**src/logic/bus_data_pkg.sv**
```systemverilog
package bus_data_pkg;

    // ------------------------------------------------------------------
    // Widths and constants
    // ------------------------------------------------------------------
    localparam int unsigned DATA_W      = 64;
    localparam int unsigned VID_W       = 4;
    localparam int unsigned BEATS_W     = 3;
    localparam logic        PIN_ASSERT  = 1'b0;
    localparam logic        PIN_IDLE    = 1'b1;
    localparam logic [3:0]  VID_NO_CORE = 4'hf;

    // ------------------------------------------------------------------
    // Types
    // ------------------------------------------------------------------
    typedef struct packed {
        logic [DATA_W-1:0] data;
        logic              last;
    } beat_t;

    typedef struct packed {
        logic [DATA_W-1:0] data;
        logic              valid;
    } rx_beat_t;

    typedef enum logic [1:0] {
        ST_IDLE = 2'b00,
        ST_REQ  = 2'b01,
        ST_DATA = 2'b11,
        ST_END  = 2'b10
    } drv_state_t;

endpackage : bus_data_pkg

```
**src/logic/bus_pin_sync.sv**
```systemverilog
`timescale 1ns/1ps
`default_nettype none

module bus_pin_sync #(
    parameter int unsigned W = 1
) (
    input  wire logic         clock,
    input  wire logic         rst_sync_n,
    input  wire logic [W-1:0] pin_in,
    output logic      [W-1:0] pin_out
);

    logic [W-1:0] meta_r;
    logic [W-1:0] sync_r;

    // ------------------------------------------------------------------
    // Two-stage synchroniser, idle high
    // ------------------------------------------------------------------
    always_ff @(posedge clock or negedge rst_sync_n) begin
        if (!rst_sync_n) begin
            meta_r <= {W{1'b1}};
            sync_r <= {W{1'b1}};
        end else begin
            meta_r <= pin_in;
            sync_r <= meta_r;
        end
    end

    assign pin_out = sync_r;

endmodule : bus_pin_sync

`default_nettype wire

```
**src/logic/bus_data_agent.sv**
```systemverilog
// Behaviour
// - Bus request output drives the shared request line zero.
// - Request pin sampled on reset release becomes the agent identity.
// - After configuration, request asserted whenever bus ownership is needed.
// - Presence indicator held low constantly.
// - Data path is 64 bits on shared lines driven or received.
// - Driver asserts busy while using data bus; wait for busy release.
// - Data-valid strobe asserted on every clock with valid data.
// - Driver may insert idle clocks; receivers ignore unstrobed clocks.
`timescale 1ns/1ps
`default_nettype none

module bus_data_agent (
    input  wire logic                                clock,
    input  wire logic                                rst_n,
    input  wire logic                                bus_request_out_in,
    output logic                                     bus_request_out,
    output logic                                     bus_request_out_oe,
    output logic                                     presence_indicator,
    input  wire logic [bus_data_pkg::DATA_W-1:0]     data_in_n,
    output logic      [bus_data_pkg::DATA_W-1:0]     data_out_n,
    output logic                                     data_oe,
    input  wire logic                                data_bus_busy_in,
    output logic                                     data_bus_busy_out,
    output logic                                     data_bus_busy_oe,
    input  wire logic                                data_valid_strobe_in,
    output logic                                     data_valid_strobe_out,
    output logic                                     data_valid_strobe_oe,
    input  wire logic                                defer_n,
    input  wire logic                                bus_grant,
    input  wire logic                                tx_valid,
    input  wire bus_data_pkg::beat_t                 tx_beat,
    output logic                                     tx_ready,
    output bus_data_pkg::rx_beat_t                   rx_beat,
    output logic                                     agent_id,
    output logic                                     config_done,
    output logic                                     deferred
);

    // ------------------------------------------------------------------
    // Reset release
    // ------------------------------------------------------------------
    logic rst_meta_r;
    logic rst_sync_n;

    always_ff @(posedge clock or negedge rst_n) begin
        if (!rst_n) begin
            rst_meta_r <= 1'b0;
            rst_sync_n <= 1'b0;
        end else begin
            rst_meta_r <= 1'b1;
            rst_sync_n <= rst_meta_r;
        end
    end

    // ------------------------------------------------------------------
    // Pin synchronisers
    // ------------------------------------------------------------------
    localparam int unsigned SYNC_W = bus_data_pkg::DATA_W + 4;

    logic [SYNC_W-1:0] pins_raw;
    logic [SYNC_W-1:0] pins_s;
    logic [bus_data_pkg::DATA_W-1:0] data_s_n;
    logic req_s_n;
    logic busy_s_n;
    logic strobe_s_n;
    logic defer_s_n;

    assign pins_raw = {data_in_n, bus_request_out_in, data_bus_busy_in,
                       data_valid_strobe_in, defer_n};

    bus_pin_sync #(
        .W (SYNC_W)
    ) u_sync (
        .clock      (clock),
        .rst_sync_n (rst_n),
        .pin_in     (pins_raw),
        .pin_out    (pins_s)
    );

    assign data_s_n   = pins_s[SYNC_W-1:4];
    assign req_s_n    = pins_s[3];
    assign busy_s_n   = pins_s[2];
    assign strobe_s_n = pins_s[1];
    assign defer_s_n  = pins_s[0];

    function automatic logic asserted(input logic pin);
        asserted = (pin == bus_data_pkg::PIN_ASSERT);
    endfunction : asserted

    // ------------------------------------------------------------------
    // Identity capture
    // ------------------------------------------------------------------
    logic id_r;
    logic id_nxt;
    logic cfg_r;
    logic cfg_nxt;

    always_comb begin
        id_nxt  = id_r;
        cfg_nxt = cfg_r;
        if (!cfg_r) begin
            id_nxt  = asserted(req_s_n);
            cfg_nxt = 1'b1;
        end
    end

    always_ff @(posedge clock or negedge rst_sync_n) begin
        if (!rst_sync_n) begin
            id_r  <= 1'b0;
            cfg_r <= 1'b0;
        end else begin
            id_r  <= id_nxt;
            cfg_r <= cfg_nxt;
        end
    end

    // ------------------------------------------------------------------
    // Data driver
    // ------------------------------------------------------------------
    bus_data_pkg::drv_state_t st_r;
    bus_data_pkg::drv_state_t st_nxt;
    logic [bus_data_pkg::DATA_W-1:0] dout_r;
    logic [bus_data_pkg::DATA_W-1:0] dout_nxt;
    logic strobe_r;
    logic strobe_nxt;
    logic busy_r;
    logic busy_nxt;
    logic req_r;
    logic req_nxt;
    logic bus_free;

    assign bus_free = !asserted(busy_s_n);
    assign tx_ready = (st_r == bus_data_pkg::ST_DATA);

    always_comb begin
        st_nxt     = st_r;
        dout_nxt   = dout_r;
        strobe_nxt = 1'b0;
        busy_nxt   = busy_r;
        req_nxt    = req_r;
        case (st_r)
            bus_data_pkg::ST_IDLE: begin
                if (cfg_r && tx_valid) begin
                    req_nxt = 1'b1;
                    st_nxt  = bus_data_pkg::ST_REQ;
                end
            end
            bus_data_pkg::ST_REQ: begin
                if (bus_grant && bus_free) begin
                    req_nxt  = 1'b0;
                    busy_nxt = 1'b1;
                    st_nxt   = bus_data_pkg::ST_DATA;
                end
            end
            bus_data_pkg::ST_DATA: begin
                if (tx_valid) begin
                    dout_nxt   = tx_beat.data;
                    strobe_nxt = 1'b1;
                    if (tx_beat.last) begin
                        st_nxt = bus_data_pkg::ST_END;
                    end
                end
                // No beat offered: idle clock without strobe
            end
            bus_data_pkg::ST_END: begin
                busy_nxt = 1'b0;
                st_nxt   = bus_data_pkg::ST_IDLE;
            end
            default: begin
                st_nxt   = bus_data_pkg::ST_IDLE;
                busy_nxt = 1'b0;
                req_nxt  = 1'b0;
            end
        endcase
    end

    always_ff @(posedge clock or negedge rst_sync_n) begin
        if (!rst_sync_n) begin
            st_r     <= bus_data_pkg::ST_IDLE;
            dout_r   <= '0;
            strobe_r <= 1'b0;
            busy_r   <= 1'b0;
            req_r    <= 1'b0;
        end else begin
            st_r     <= st_nxt;
            dout_r   <= dout_nxt;
            strobe_r <= strobe_nxt;
            busy_r   <= busy_nxt;
            req_r    <= req_nxt;
        end
    end

    // ------------------------------------------------------------------
    // Receiver and defer
    // ------------------------------------------------------------------
    bus_data_pkg::rx_beat_t rx_r;
    bus_data_pkg::rx_beat_t rx_nxt;
    logic defer_r;
    logic defer_nxt;
    logic [1:0] own_d_r;
    logic [1:0] own_d_nxt;

    // Own strobe comes back through the synchroniser two clocks late
    always_comb begin
        rx_nxt       = rx_r;
        rx_nxt.valid = 1'b0;
        defer_nxt    = asserted(defer_s_n);
        own_d_nxt    = {own_d_r[0], busy_r};
        if (!own_d_r[1] && asserted(strobe_s_n)) begin
            rx_nxt.data  = ~data_s_n;
            rx_nxt.valid = 1'b1;
        end
    end

    always_ff @(posedge clock or negedge rst_sync_n) begin
        if (!rst_sync_n) begin
            rx_r    <= '0;
            defer_r <= 1'b0;
            own_d_r <= 2'h0;
        end else begin
            rx_r    <= rx_nxt;
            defer_r <= defer_nxt;
            own_d_r <= own_d_nxt;
        end
    end

    // ------------------------------------------------------------------
    // Pin drive
    // ------------------------------------------------------------------
    assign bus_request_out       = bus_data_pkg::PIN_ASSERT;
    assign bus_request_out_oe    = req_r;
    assign presence_indicator    = bus_data_pkg::PIN_ASSERT;
    assign data_out_n            = ~dout_r;
    assign data_oe               = busy_r;
    assign data_bus_busy_out     = bus_data_pkg::PIN_ASSERT;
    assign data_bus_busy_oe      = busy_r;
    assign data_valid_strobe_out = strobe_r ? bus_data_pkg::PIN_ASSERT
                                            : bus_data_pkg::PIN_IDLE;
    assign data_valid_strobe_oe  = busy_r;
    assign rx_beat               = rx_r;
    assign agent_id              = id_r;
    assign config_done           = cfg_r;
    assign deferred              = defer_r;

endmodule : bus_data_agent

`default_nettype wire

```
**config.mk**
```make
export PLATFORM = sky130hd
export DESIGN_NAME = bus_data_agent
export DESIGN_NICKNAME = d
export VERILOG_FILES = /design/src/logic/bus_data_pkg.sv /design/src/logic/bus_pin_sync.sv /design/src/logic/bus_data_agent.sv
export SDC_FILE = /design/constraint.sdc
export NUM_CORES = 1
export LEC_CHECK = 0
export BUFFER_PORTS_ARGS = -buffer_cell sky130_fd_sc_hd__buf_2
export CAP_MARGIN = 20
export CORE_ASPECT_RATIO = 1.75
export CORE_MARGIN = 5
export CORE_UTILIZATION = 46
export CTS_CLUSTER_SIZE = 14
export DETAILED_ROUTE_END_ITERATION = 7
export MAX_ROUTING_LAYER = met4
export PLACE_DENSITY = 0.75
export SLEW_MARGIN = 5
export SYNTH_ARGS = -nofsm -noshare
export SYNTH_HDL_FRONTEND = slang
export SYNTH_SLANG_ARGS = --single-unit
export TNS_END_PERCENT = 30
```
**constraint.sdc**
```tcl
create_clock -name clock -period 4.1 [get_ports clock]
set_clock_uncertainty 0.2 [all_clocks]
set_input_delay 0.82 -clock clock [delete_from_list [all_inputs] [get_ports clock]]
set_output_delay 0.82 -clock clock [all_outputs]
set_load 0.01 [all_outputs]
```
# Word level (Yosys, flattened, before mapping)
# Cells that the tools add are included.
[word_totals]
word_cells = 52
ff_bits = 277
inputBits = 137
output_inout_bits = 141
[op_classes]
bitwise_logic = 5
n_eq_ne = 7
mux = 14
reduce_logical = 11
[ops]
columns = ["op", "count"]
rows = [
  ["$not A64 Y64", 2],
  ["$mux W2", 4],
  ["$ne A2 B2 Y1 const B", 4],
  ["$pmux W2 S4", 1],
  ["$mux W1", 7],
  ["$eq A2 B2 Y1 const B", 2],
  ["$pmux W1 S2", 2],
  ["$reduce_and A2 Y1", 2],
  ["$reduce_and A4 Y1", 1],
  ["$reduce_bool A2 Y1", 2],
  ["$logic_and A1 B1 Y1", 3],
  ["$not A1 Y1", 3],
  ["$reduce_and A3 Y1", 1],
  ["$eq A2 B1 Y1 const B", 1],
  ["$logic_not A2 Y1", 1],
  ["$logic_not A1 Y1", 1],
]

# Depth between registers and ports, before layout
# Gate-level depths: netlist (run 1).
[logic_depth]
depth_word = 3
mapped_depth = 5
mapped_depth_nobuf = 2

# Hierarchy
# From an unflattened synthesis (run 1), not the netlist that was laid out.
[unflattened]
cells_unflattened = 589
hier_area_um2 = 9272.6
[modules_own_cells]
columns = ["mod", "cells_per_inst", "seq_area_each_um2", "area_per_inst_um2", "n_inst"]
rows = [
  ["bus_data_agent", 453, 3528.4, 5699.2, 1],
  ["bus_pin_sync", 136, 3573.4, 3573.4, 1],
]

# Worst setup path after synthesis (run 1)
# No wires, ideal clock.
[synth_timing]
path_kind = "input to register"
from = "input tx_valid"
to = "register dout_r[14] (netlist bit)"
n_path_buf = 2
cell_stages = 4
setup_slack_ps = 2199
setup_time_ps = 125
arrival_time_ps = 1576
required_time_ps = 3775
path_cell_list = "and3_4 > buf_12 > buf_12 > mux2_4"
[synth_via]
elab_chain_len = 1
[synth_rtl]
columns = ["item", "line_no", "source"]
rows = [
  ["start, declared", "bus_data_agent.sv:31", "input wire logic tx_valid,"],
  ["$reduce_and A2 Y1 (no source line)", "-", ""],
  ["end signal, assigned", "bus_data_agent.sv:187", "dout_r <= dout_nxt;"],
  ["end, declared", "bus_data_agent.sv:123", "logic [bus_data_pkg::DATA_W-1:0] dout_r;"],
]
# No other way between the ends.
# A chain may end at the register's enable or synchronous reset.

# Worst setup path in the final report (run 1)
[layout_timing]
from = "register st_r[0]"
to = "output tx_ready"
[layout_via]
elab_chain_len = 1
[layout_rtl]
columns = ["item", "line_no", "source"]
rows = [
  ["start, declared", "bus_data_agent.sv:121", "bus_data_pkg::drv_state_t st_r;"],
  ["start signal, assigned", "bus_data_agent.sv:180", "st_r <= bus_data_pkg::ST_IDLE;"],
  ["start signal, assigned", "bus_data_agent.sv:186", "st_r <= st_nxt;"],
  ["$eq A2 B2 Y1", "bus_data_agent.sv:134", "assign tx_ready = (st_r == bus_data_pkg::ST_DATA);"],
  ["end, declared", "bus_data_agent.sv:33", "output logic tx_ready,"],
]
# No other way between the ends.

==> report_table.html, run 1 <==
<table>
<tr><th>Metric</th><th>Value</th></tr>
<tr><th colspan="2">Die</th></tr>
<tr><td>I/O pin count</td><td>278</td></tr>
<tr><td>Horizontal extent of the die</td><td>117.3 um</td></tr>
<tr><td>Initial cell density of the core</td><td>0.4677</td></tr>
<tr><td>Area of the die</td><td>23210 um^2</td></tr>
<tr><td>Floorplan die height</td><td>197.8 um</td></tr>
<tr><td>CORE AREA</td><td>19820 um^2</td></tr>
<tr><td>Num rows</td><td>68</td></tr>
<tr><th colspan="2">Logic synthesis</th></tr>
<tr><td>Number of distinct library cells after synthesis</td><td>25</td></tr>
<tr><td>Syn Std Cell Area</td><td>9273 um^2</td></tr>
<tr><td>Gate Count Post-Synth</td><td>589</td></tr>
<tr><td>Part of the Yosys area used for sequential elements</td><td>0.7659</td></tr>
<tr><td>Yosys warns</td><td>0</td></tr>
<tr><td>Cell type with the largest total area after synthesis</td><td>dfstp_2</td></tr>
<tr><td>Mean post-synth cell area</td><td>15.74 um^2</td></tr>
<tr><td>Top cell type's share of synthesized area</td><td>0.3854</td></tr>
<tr><td>FF+latch count, synth</td><td>277</td></tr>
<tr><td>Synth top area cells</td><td>dfstp_2, dfrtp_1, mux2_4</td></tr>
<tr><th colspan="2">Worst setup path</th></tr>
<tr><td>Startpoint of the worst setup timing path</td><td>st_r[0]$_DFFE_PN0P_</td></tr>
<tr><td>Crit start category</td><td>flop</td></tr>
<tr><td>Endpoint of the lowest-slack register-to-register path</td><td>dout_r[0]$_DFFE_PN0P_</td></tr>
<tr><td>Worst path required time</td><td>3.08 ns</td></tr>
<tr><td>Critical Path Sink</td><td>tx_ready</td></tr>
<tr><td>Flop-to-flop setup slack</td><td>2.00 ns</td></tr>
<tr><td>Worst flop-to-flop path startpoint</td><td>st_r[0]$_DFFE_PN0P_</td></tr>
<tr><td>Data arrival time of the worst path</td><td>1.32 ns</td></tr>
<tr><td>Critical path capture point type</td><td>output pin</td></tr>
<tr><td>Max FO, Critical Path</td><td>9</td></tr>
<tr><td>Worst Reg2Reg Path Length in Cells</td><td>3</td></tr>
<tr><td>Crit path kind</td><td>reg2out</td></tr>
<tr><th colspan="2">Power</th></tr>
<tr><td>Reported leakage power</td><td>5.617 nW</td></tr>
<tr><td>Proportion of power drawn by flip-flops and latches</td><td>0.460</td></tr>
<tr><td>Power share of the combinational group</td><td>0.283</td></tr>
<tr><td>Power dissipated by switching net loads</td><td>2.577 mW</td></tr>
<tr><td>Max VDD drop</td><td>0.5637 mV</td></tr>
<tr><td>Power density over the cells</td><td>736.1 nW/um^2</td></tr>
<tr><td>Internal power consumption</td><td>5.955 mW</td></tr>
<tr><td>Switching Share</td><td>0.3020</td></tr>
<tr><td>Relative contribution of the clock network to total power</td><td>0.257</td></tr>
<tr><th colspan="2">STA</th></tr>
<tr><td>Final setup violation count</td><td>0</td></tr>
<tr><td>RSZ-0062 raised after global routing</td><td>false</td></tr>
<tr><td>Max transition margin</td><td>0.3757</td></tr>
<tr><td>Least setup slack across all paths after layout</td><td>1.758 ns</td></tr>
<tr><td>Pin slew with the least headroom to its limit</td><td>0.9365 ns</td></tr>
<tr><td>Post-route clock period utilization</td><td>0.5711</td></tr>
<tr><td>Final critical-path required period</td><td>2.342 ns</td></tr>
<tr><td>Setup TNS after final layout</td><td>0 ns</td></tr>
<tr><td>Fmax</td><td>427.1 MHz</td></tr>
<tr><td>Hold violation count in the final report</td><td>0</td></tr>
<tr><td>Pins Over Slew Limit</td><td>0</td></tr>
<tr><th colspan="2">Global route</th></tr>
<tr><td>Number of global-route vias before repair</td><td>5719</td></tr>
<tr><td>Initial antenna violation count</td><td>1</td></tr>
<tr><td>First-pass GRT wire length</td><td>30530 um</td></tr>
<tr><td>Global route overflow</td><td>0</td></tr>
<tr><td>Maximum number of pins on one net before global-route repair</td><td>77</td></tr>
<tr><td>GRT Total Usage</td><td>0.1661</td></tr>
<tr><th colspan="2">Status</th></tr>
<tr><td>Run status</td><td>finished, final reports clean</td></tr>
<tr><th colspan="2">Drt</th></tr>
<tr><td>DR pass1 iterations</td><td>4</td></tr>
<tr><td>Via count</td><td>5266</td></tr>
<tr><td>Number of nets with antenna violations after detailed routing</td><td>0</td></tr>
<tr><td>Sum of routed wire length over all layers</td><td>18940 um</td></tr>
<tr><td>Routed length per placed instance</td><td>16.76 um</td></tr>
<tr><td>Iteration-0 DRC count of the detailed router</td><td>250</td></tr>
<tr><td>Number of vias per cell</td><td>4.660</td></tr>
<tr><td>DR DRC count</td><td>0</td></tr>
<tr><th colspan="2">Final layout</th></tr>
<tr><td>Filler cell count</td><td>1601</td></tr>
<tr><td>Final instance count without filler cells</td><td>1130</td></tr>
<tr><td>Area grow syn2layout</td><td>24.99%</td></tr>
<tr><td>Post-route core utilization</td><td>0.5846</td></tr>
<tr><td>Number of nets in the layout</td><td>1002</td></tr>
<tr><td>Fraction of layout instances using a drive strength above 1</td><td>0.5860</td></tr>
<tr><td>Area of the multi-input gates</td><td>1674 um^2</td></tr>
<tr><td>Area of all sequential standard cells</td><td>7107 um^2</td></tr>
<tr><th colspan="2">Clocking</th></tr>
<tr><td>Number of clock sinks</td><td>277</td></tr>
<tr><td>Number of hold buffers added after CTS</td><td>0</td></tr>
<tr><td>Clock-pin transition on the worst setup and hold timing paths</td><td>0.07 ns</td></tr>
<tr><td>Number of clock buffers inserted by TritonCTS</td><td>25</td></tr>
<tr><td>Gates resized, CTS repair</td><td>0</td></tr>
<tr><td>Clock Path Buffers</td><td>3</td></tr>
<tr><td>H-tree level count</td><td>1</td></tr>
<tr><td>Setup bufs post-CTS</td><td>0</td></tr>
<tr><td>Insertion delay of the later-clocked pin in the worst-skew pair</td><td>0.51 ns</td></tr>
<tr><td>TritonCTS clock tree</td><td>built</td></tr>
<tr><td>Library cell used as clock root buffer</td><td>clkbuf_16</td></tr>
<tr><th colspan="2">Placement</th></tr>
<tr><td>HPWL reported at the end of detailed placement</td><td>13120 um</td></tr>
<tr><td>IO buf count</td><td>274</td></tr>
<tr><td>Number of placed instances, taps included</td><td>1082</td></tr>
<tr><td>Placement-stage worst setup slack</td><td>1.586 ns</td></tr>
<tr><td>Last weighted congestion value of the routability-driven placer</td><td>0.7944</td></tr>
<tr><th colspan="2">Flow run</th></tr>
<tr><td>Number of maximum-capacitance violations</td><td>0</td></tr>
<tr><th colspan="2">Min path</th></tr>
<tr><td>Min-delay worst type</td><td>reg2reg</td></tr>
</table>
==> through the flow <==
stage	power, mW	area, um^2	hold WS, ns
after floorplan	5.391	9285	0.1311
after global placement	6.317	10790	0.1324
after detailed placement	6.419	10790	0.1385
final	8.531	11590	0.1427
after global routing	9.078	11590	0.1442
after CTS	8.661	11570	0.1393
==> sequential cells by signal, indices dropped and copies added, names as in the netlist <==
signal and cells:
dout_r 64, data_bus_busy_oe 1, deferred 1, strobe_r 1, u_sync.pin_out 68, rst_sync_n 1, rst_meta_r 1, rx_beat 65
config_done 1, own_d_r 2, st_r 2, agent_id 1, u_sync.meta_r 68, bus_request_out_oe 1
==> worst max-delay path: stages (launching register included) <==
cell	delay (ns)
dfrtp_1	0.47
and2_1	0.20
buf_2	0.14
==> kinds of logic after synthesis <==
family / share of synthesized area
flops: 0.7659
compound gates: 0.07395
buf+inv: 0.05478
mux: 0.09756
simple gates: 0.007018
other cells: 0.0008099
==> power by group through the flow <==
stage	clock (mW)	combinational, mW	sequential [mW]
after floorplan	0	1.37	4.02
after global placement	0	2.38	3.94
after detailed placement	0	2.46	3.96
after CTS	2.27	2.46	3.93
after global routing	2.39	2.67	4.02
final	2.19	2.42	3.92
==> layer usage <==
layer	GRT usage	vias to the layer above	share of wire
met5	-	-	0
met4	0.04086	0	0.017
met3	0.04487	28	0.083
met2	0.2878	215	0.53
met1	0.1922	2571	0.37
li1	-	2452	-
==> how the worst min path moves through the flow <==
stage / start / to / slack [ns] / cells after the start
after global routing: u_sync.meta_r[64]$_DFF_PN1_ / u_sync.pin_out[64]$_DFF_PN1_ / 0.14 / 0
after global placement: rst_meta_r$_DFF_PN0_ / rst_sync_n$_DFF_PN0_ / 0.13 / 0
after floorplan: rst_meta_r$_DFF_PN0_ / rst_sync_n$_DFF_PN0_ / 0.13 / 0
after CTS: u_sync.meta_r[64]$_DFF_PN1_ / u_sync.pin_out[64]$_DFF_PN1_ / 0.14 / 0
final: u_sync.meta_r[64]$_DFF_PN1_ / u_sync.pin_out[64]$_DFF_PN1_ / 0.14 / 0
after detailed placement: own_d_r[0]$_DFF_PN0_ / own_d_r[1]$_DFF_PN0_ / 0.14 / 0
==> placed cells by master (no fill, tap or decap), types with 2 or more instances in the layout <==
master     count
a21oi_1        2
buf_12         4
buf_2        273
buf_4          3
clkbuf_1      12
clkbuf_16     26
clkbuf_8       4
conb_1         5
dfrtp_1      139
dfstp_2      136
inv_1         67
inv_6          2
mux2_2        15
mux2_4        49
nand2_1        3
o21ai_0      124
o21ai_1        6
==> area by class of cell <==
type	instances	area share
flip-flops and latches	277	0.6132
multi-input cells	214	0.1444
repair buffers	280	0.1267
clock buffers	42	0.06477
well taps	245	0.02645
inverters	67	0.02170
clock inverters	4	0.002483
diodes	1	0.0002159
==> synthesized netlist by cell type <==
cell type	n
a21oi_1	2
a31oi_1	1
and2_1	1
and3_4	1
and3b_1	1
buf_12	6
buf_2	1
buf_4	6
buf_6	1
clkbuf_1	20
conb_1	2
dfrtp_1	141
dfstp_2	136
inv_1	67
mux2_2	15
mux2_4	49
nand2_1	3
nand2b_1	1
nand4b_1	1
nor2b_1	1
o211a_1	1
o21ai_0	124
o21ai_1	6
o2bb2ai_1	1
or2_2	1
Power figures use the tool's default switching activity.
==> inputs of run 2 (changes only) <==
- CORE_UTILIZATION: 46 -> 51
- PLACE_DENSITY: 0.75 -> 0.79
- clock period: 4.1 -> 2.2 ns (I/O delays scaled with it)
==> report_table.html, run 2 <==
<table>
<tr><th>Metric</th><th>Value</th></tr>
<tr><th colspan="2">Die</th></tr>
<tr><td>Floorplan die height</td><td>188.4 um (-4.8%)</td></tr>
<tr><td>Initial cell density of the core</td><td>0.5159 (+0.04816)</td></tr>
<tr><td>Horizontal extent of the die</td><td>111.9 um (-4.6%)</td></tr>
<tr><td>I/O pin count</td><td>278 (unchanged)</td></tr>
<tr><td>Num rows</td><td>65 (-4.4%)</td></tr>
<tr><th colspan="2">Logic synthesis</th></tr>
<tr><td>Mean post-synth cell area</td><td>15.74 um^2 (unchanged)</td></tr>
<tr><td>Part of the Yosys area used for sequential elements</td><td>0.7659 (unchanged)</td></tr>
<tr><td>Most common flop cell mapped by yosys</td><td>dfrtp_1</td></tr>
<tr><td>Synth top area cells</td><td>dfstp_2, dfrtp_1, mux2_4</td></tr>
<tr><td>Cell type with the largest total area after synthesis</td><td>dfstp_2</td></tr>
<tr><td>Library cell with the highest instance count after synthesis</td><td>dfrtp_1</td></tr>
<tr><td>Ranking of synthesized cells by instance count</td><td>dfrtp_1, dfstp_2, o21ai_0, inv_1, mux2_4</td></tr>
<tr><td>Syn Std Cell Area</td><td>9273 um^2 (unchanged)</td></tr>
<tr><td>FFs w/ async S/R, synth</td><td>1.000 (unchanged)</td></tr>
<tr><td>Number of enable-type register cells in the synthesized netlist</td><td>0 (unchanged)</td></tr>
<tr><td>Number of distinct library cells after synthesis</td><td>25 (unchanged)</td></tr>
<tr><td>Gate Count Post-Synth</td><td>589 (unchanged)</td></tr>
<tr><td>Top cell type's share of synthesized area</td><td>0.3854 (unchanged)</td></tr>
<tr><td>FF+latch count, synth</td><td>277 (unchanged)</td></tr>
<tr><td>Yosys warns</td><td>0 (unchanged)</td></tr>
<tr><th colspan="2">Placement</th></tr>
<tr><td>IO buf count</td><td>274 (unchanged)</td></tr>
<tr><td>Placement-stage worst setup slack</td><td>0.3126 ns (-1.274 ns)</td></tr>
<tr><td>Last weighted congestion value of the routability-driven placer</td><td>0.8285 (+4.3%)</td></tr>
<tr><td>HPWL reported at the end of detailed placement</td><td>13550 um (+3.2%)</td></tr>
<tr><td>Number of placed instances, taps included</td><td>1078 (-0.37%)</td></tr>
<tr><th colspan="2">Global route</th></tr>
<tr><td>Number of global-route vias before repair</td><td>6956 (+22%)</td></tr>
<tr><td>Initial antenna violation count</td><td>1 (unchanged)</td></tr>
<tr><td>GRT Total Usage</td><td>0.2314 (+0.06531)</td></tr>
<tr><td>Global route overflow</td><td>0 (unchanged)</td></tr>
<tr><td>First-pass GRT wire length</td><td>37890 um (+24%)</td></tr>
<tr><td>Maximum number of pins on one net before global-route repair</td><td>65 (-16%)</td></tr>
<tr><th colspan="2">Status</th></tr>
<tr><td>First error</td><td>[ERROR DRT-0255] Maze Route cannot find path of net clock in worker of routeBox ( 96600 0 ) ( 111930 48300 ).</td></tr>
<tr><td>Run status</td><td>did not finish</td></tr>
<tr><td>Last stage reached</td><td>detailed routing (5_2_route)</td></tr>
<tr><th colspan="2">Clocking</th></tr>
<tr><td>Clock Path Buffers</td><td>3 (unchanged)</td></tr>
<tr><td>Number of clock buffers inserted by TritonCTS</td><td>25 (unchanged)</td></tr>
<tr><td>Number of clock sinks</td><td>277 (unchanged)</td></tr>
<tr><td>Gates resized, CTS repair</td><td>0 (unchanged)</td></tr>
<tr><td>H-tree level count</td><td>1 (unchanged)</td></tr>
<tr><td>Library cell used as clock root buffer</td><td>clkbuf_16</td></tr>
</table>
-- run 2: per-layer routing --
metal,GRT usage
met5,-
met4,0.07126
met3,0.04788
met2,0.3972
met1,0.2755
-- run 2: cells by family after synthesis --
family	after synthesis	share of synthesized area
mux	64	0.09756
compound gates	135	0.07395
buf+inv	101	0.05478
simple gates	10	0.007018
flops	277	0.7659
other cells	2	0.0008099
-- run 2: timing repair --
item	in CTS	in global routing
buffers inserted	0	0
hold buffers	133	0
hold endpoints to repair	162	0
-- run 2: metrics by stage --
step | utilization | cell area, um^2
after global routing | 0.7224 | 12980
after CTS | 0.7222 | 12980
after floorplan | - | 9288
after detailed placement | 0.6045 | 10860
after global placement | 0.6045 | 10860
==> inputs of run 3 (changes only) <==
- CORE_ASPECT_RATIO: 1.75 -> unset
- CORE_UTILIZATION: 51 -> 40
- CTS_CLUSTER_SIZE: 14 -> unset
- MAX_ROUTING_LAYER: met4 -> unset
- PLACE_DENSITY: 0.79 -> unset
- PLACE_DENSITY_LB_ADDON: unset -> 0.15
==> report_table.html, run 3 (synthesis gave the netlist of run 1 again) <==
<table>
<tr><th>Metric</th><th>Value</th></tr>
<tr><th colspan="2">Drt</th></tr>
<tr><td>Iteration-0 DRC count of the detailed router</td><td>307</td></tr>
<tr><td>Number of vias per cell</td><td>4.493</td></tr>
<tr><td>Via count</td><td>5922</td></tr>
<tr><td>Sum of routed wire length over all layers</td><td>21420 um</td></tr>
<tr><td>DR pass1 iterations</td><td>4</td></tr>
<tr><td>Number of nets with antenna violations after detailed routing</td><td>0</td></tr>
<tr><td>DR DRC count</td><td>0</td></tr>
<tr><td>Routed length per placed instance</td><td>16.25 um</td></tr>
<tr><th colspan="2">Global route</th></tr>
<tr><td>Number of global-route vias before repair</td><td>6482 (-6.8%)</td></tr>
<tr><td>Initial antenna violation count</td><td>0 (-1)</td></tr>
<tr><td>Global route overflow</td><td>0 (unchanged)</td></tr>
<tr><td>Maximum number of pins on one net before global-route repair</td><td>65 (unchanged)</td></tr>
<tr><td>GRT Total Usage</td><td>0.1622 (-0.06919)</td></tr>
<tr><td>First-pass GRT wire length</td><td>34740 um (-8.3%)</td></tr>
<tr><th colspan="2">Clocking</th></tr>
<tr><td>Gates resized, CTS repair</td><td>0 (unchanged)</td></tr>
<tr><td>Library cell used as clock root buffer</td><td>clkbuf_16</td></tr>
<tr><td>Clock-pin transition on the worst setup and hold timing paths</td><td>0.06 ns</td></tr>
<tr><td>Number of clock sinks</td><td>277 (unchanged)</td></tr>
<tr><td>Setup bufs post-CTS</td><td>0 (unchanged)</td></tr>
<tr><td>TritonCTS clock tree</td><td>built</td></tr>
<tr><td>Clock Path Buffers</td><td>3 (unchanged)</td></tr>
<tr><td>Insertion delay of the later-clocked pin in the worst-skew pair</td><td>0.55 ns</td></tr>
<tr><td>H-tree level count</td><td>1 (unchanged)</td></tr>
<tr><td>Number of clock buffers inserted by TritonCTS</td><td>28 (+12%)</td></tr>
<tr><th colspan="2">Worst setup path</th></tr>
<tr><td>Crit start category</td><td>flop</td></tr>
<tr><td>Cell breakdown of the critical path</td><td>and2_1, buf_2</td></tr>
<tr><td>Crit path kind</td><td>reg2out</td></tr>
<tr><td>Crit path buffers/inverters</td><td>1</td></tr>
<tr><td>Critical Path Sink</td><td>tx_ready</td></tr>
<tr><td>Worst path required time</td><td>1.56 ns</td></tr>
<tr><td>Max FO, Critical Path</td><td>9</td></tr>
<tr><td>Flop-to-flop setup slack</td><td>0.37 ns</td></tr>
<tr><td>Data arrival time of the worst path</td><td>1.33 ns</td></tr>
<tr><td>Delay of the slowest cell on the worst path</td><td>0.46 ns</td></tr>
<tr><td>Critical path depth</td><td>2</td></tr>
<tr><td>Critical path capture point type</td><td>output pin</td></tr>
<tr><td>Cell with the largest stage delay on the worst path</td><td>dfrtp_1</td></tr>
<tr><td>Endpoint of the lowest-slack register-to-register path</td><td>dout_r[60]$_DFFE_PN0P_</td></tr>
<tr><td>Worst flop-to-flop path startpoint</td><td>st_r[0]$_DFFE_PN0P_</td></tr>
<tr><td>Kind of cell with the highest combined delay on the critical path</td><td>flip-flops</td></tr>
<tr><td>Worst Reg2Reg Path Length in Cells</td><td>3</td></tr>
<tr><td>Startpoint of the worst setup timing path</td><td>st_r[0]$_DFFE_PN0P_</td></tr>
<tr><th colspan="2">Min path</th></tr>
<tr><td>Min-delay worst type</td><td>reg2async</td></tr>
<tr><th colspan="2">STA</th></tr>
<tr><td>Max transition margin</td><td>0.5678</td></tr>
<tr><td>Hold violation count in the final report</td><td>0</td></tr>
<tr><td>Post-route clock period utilization</td><td>0.8941</td></tr>
<tr><td>RSZ-0062 raised after global routing</td><td>false</td></tr>
<tr><td>Pins Over Slew Limit</td><td>0</td></tr>
<tr><td>Hold slack</td><td>0.04216 ns</td></tr>
<tr><td>Setup TNS after final layout</td><td>0 ns</td></tr>
<tr><td>Pin slew with the least headroom to its limit</td><td>0.6483 ns</td></tr>
<tr><td>Fmax</td><td>508.4 MHz</td></tr>
<tr><td>Final critical-path required period</td><td>1.967 ns</td></tr>
<tr><td>Final setup violation count</td><td>0</td></tr>
<tr><th colspan="2">Final layout</th></tr>
<tr><td>Number of nets in the layout</td><td>1148</td></tr>
<tr><td># diodes</td><td>0</td></tr>
<tr><td>Fraction of layout instances using a drive strength above 1</td><td>0.5160</td></tr>
<tr><td>Commonest cells after routing, fill and taps aside</td><td>buf_2, dfrtp_1, dlygate4sd3_1, dfstp_2, o21ai_0</td></tr>
<tr><td>Most common cell after layout, fill and taps aside</td><td>buf_2</td></tr>
<tr><td>Post-route core utilization</td><td>0.5824</td></tr>
<tr><td>Filler cell count</td><td>1803</td></tr>
<tr><td>Area grow syn2layout</td><td>42.63%</td></tr>
<tr><th colspan="2">Placement</th></tr>
<tr><td>IO buf count</td><td>274 (unchanged)</td></tr>
<tr><td>Last weighted congestion value of the routability-driven placer</td><td>0.7478 (-9.7%)</td></tr>
<tr><td>HPWL reported at the end of detailed placement</td><td>13370 um (-1.3%)</td></tr>
<tr><th colspan="2">Power</th></tr>
<tr><td>Power density over the cells</td><td>1265 nW/um^2</td></tr>
<tr><td>Power dissipated by switching net loads</td><td>4.993 mW</td></tr>
<tr><td>Power share of the combinational group</td><td>0.286</td></tr>
<tr><td>Switching Share</td><td>0.2985</td></tr>
<tr><td>Internal power consumption</td><td>11.74 mW</td></tr>
<tr><td>Max VDD drop</td><td>0.7522 mV</td></tr>
<tr><td>Reported leakage power</td><td>6.300 nW</td></tr>
<tr><td>Proportion of power drawn by flip-flops and latches</td><td>0.435</td></tr>
<tr><td>Relative contribution of the clock network to total power</td><td>0.279</td></tr>
<tr><th colspan="2">Status</th></tr>
<tr><td>Run status</td><td>finished, final reports clean</td></tr>
<tr><th colspan="2">Die</th></tr>
<tr><td>CORE AREA</td><td>22710 um^2</td></tr>
<tr><td>Floorplan die height</td><td>162.3 um (-14%)</td></tr>
<tr><td>Horizontal extent of the die</td><td>162.3 um (+45%)</td></tr>
<tr><td>Area of the die</td><td>26330 um^2</td></tr>
<tr><td>Num rows</td><td>55 (-15%)</td></tr>
<tr><td>I/O pin count</td><td>278 (unchanged)</td></tr>
<tr><td>Initial cell density of the core</td><td>0.4083 (-0.1076)</td></tr>
<tr><th colspan="2">Flow run</th></tr>
<tr><td>Number of maximum-capacitance violations</td><td>0</td></tr>
</table>
==> run 3: per-stage QoR <==
step	total power [mW]	cell area (um^2)	std cells	worst slack [ns]
detailed placement	12.01	10930	1130	0.3133
global route	17.81	13230	1318	0.1282
CTS	16.99	13230	1318	0.1922
floorplan	10.05	9288	592	0.5162
global placement	11.89	10930	1130	0.3341
finish	16.73	13230	1318	0.2331
==> run 3: per-layer routing <==
layer  global-route usage  share of wire
met5                    0              0
met4              0.03383          0.016
met3              0.05252          0.090
met2               0.2736           0.48
met1               0.2066           0.42
==> run 3: layout make-up <==
class | count | area [um^2] | area share
inverters | 67 | 251.5 | 0.01902
multi-input cells | 214 | 1674 | 0.1266
clock inverters | 5 | 75.07 | 0.005676
flip-flops and latches | 277 | 7107 | 0.5374
clock buffers | 47 | 862.1 | 0.06518
well taps | 285 | 356.6 | 0.02696
repair buffers | 423 | 2899 | 0.2192
==> run 3: worst min-delay path by stage <==
| stage | end | slack (ns) |
|---|---|---|
| finish | rx_beat[49]$_DFFE_PN0P_ | 0.04 |
| global route | st_r[0]$_DFFE_PN0P_ | 0.05 |
| CTS | st_r[0]$_DFFE_PN0P_ | 0.03 |
| detailed placement | rx_beat[54]$_DFFE_PN0P_ | 0.05 |
| global placement | rx_beat[54]$_DFFE_PN0P_ | 0.05 |
| floorplan | rst_meta_r$_DFF_PN0_ | -0.06 |
==> run 3: timing repair <==
item	4_1_cts	5_1_grt
endpoints found under the hold margin	168	0
setup endpoints to repair	0	0
hold buffers	136	0
==> run 3: power by group through the flow <==
| stage | Combinational [mW] | Clock [mW] | Sequential (mW) |
|---|---|---|---|
| floorplan | 2.56 | 0 | 7.49 |
| global placement | 4.54 | 0 | 7.36 |
| detailed placement | 4.65 | 0 | 7.36 |
| CTS | 4.86 | 4.83 | 7.30 |
| global route | 5.26 | 5.07 | 7.48 |
| finish | 4.78 | 4.66 | 7.28 |
==> run 3: worst reg2reg max path, cell delays in order (launching register included) <==
cell     delay, ns
dfrtp_1       0.47
and3_4        0.41
buf_12        0.28
mux2_4        0.36
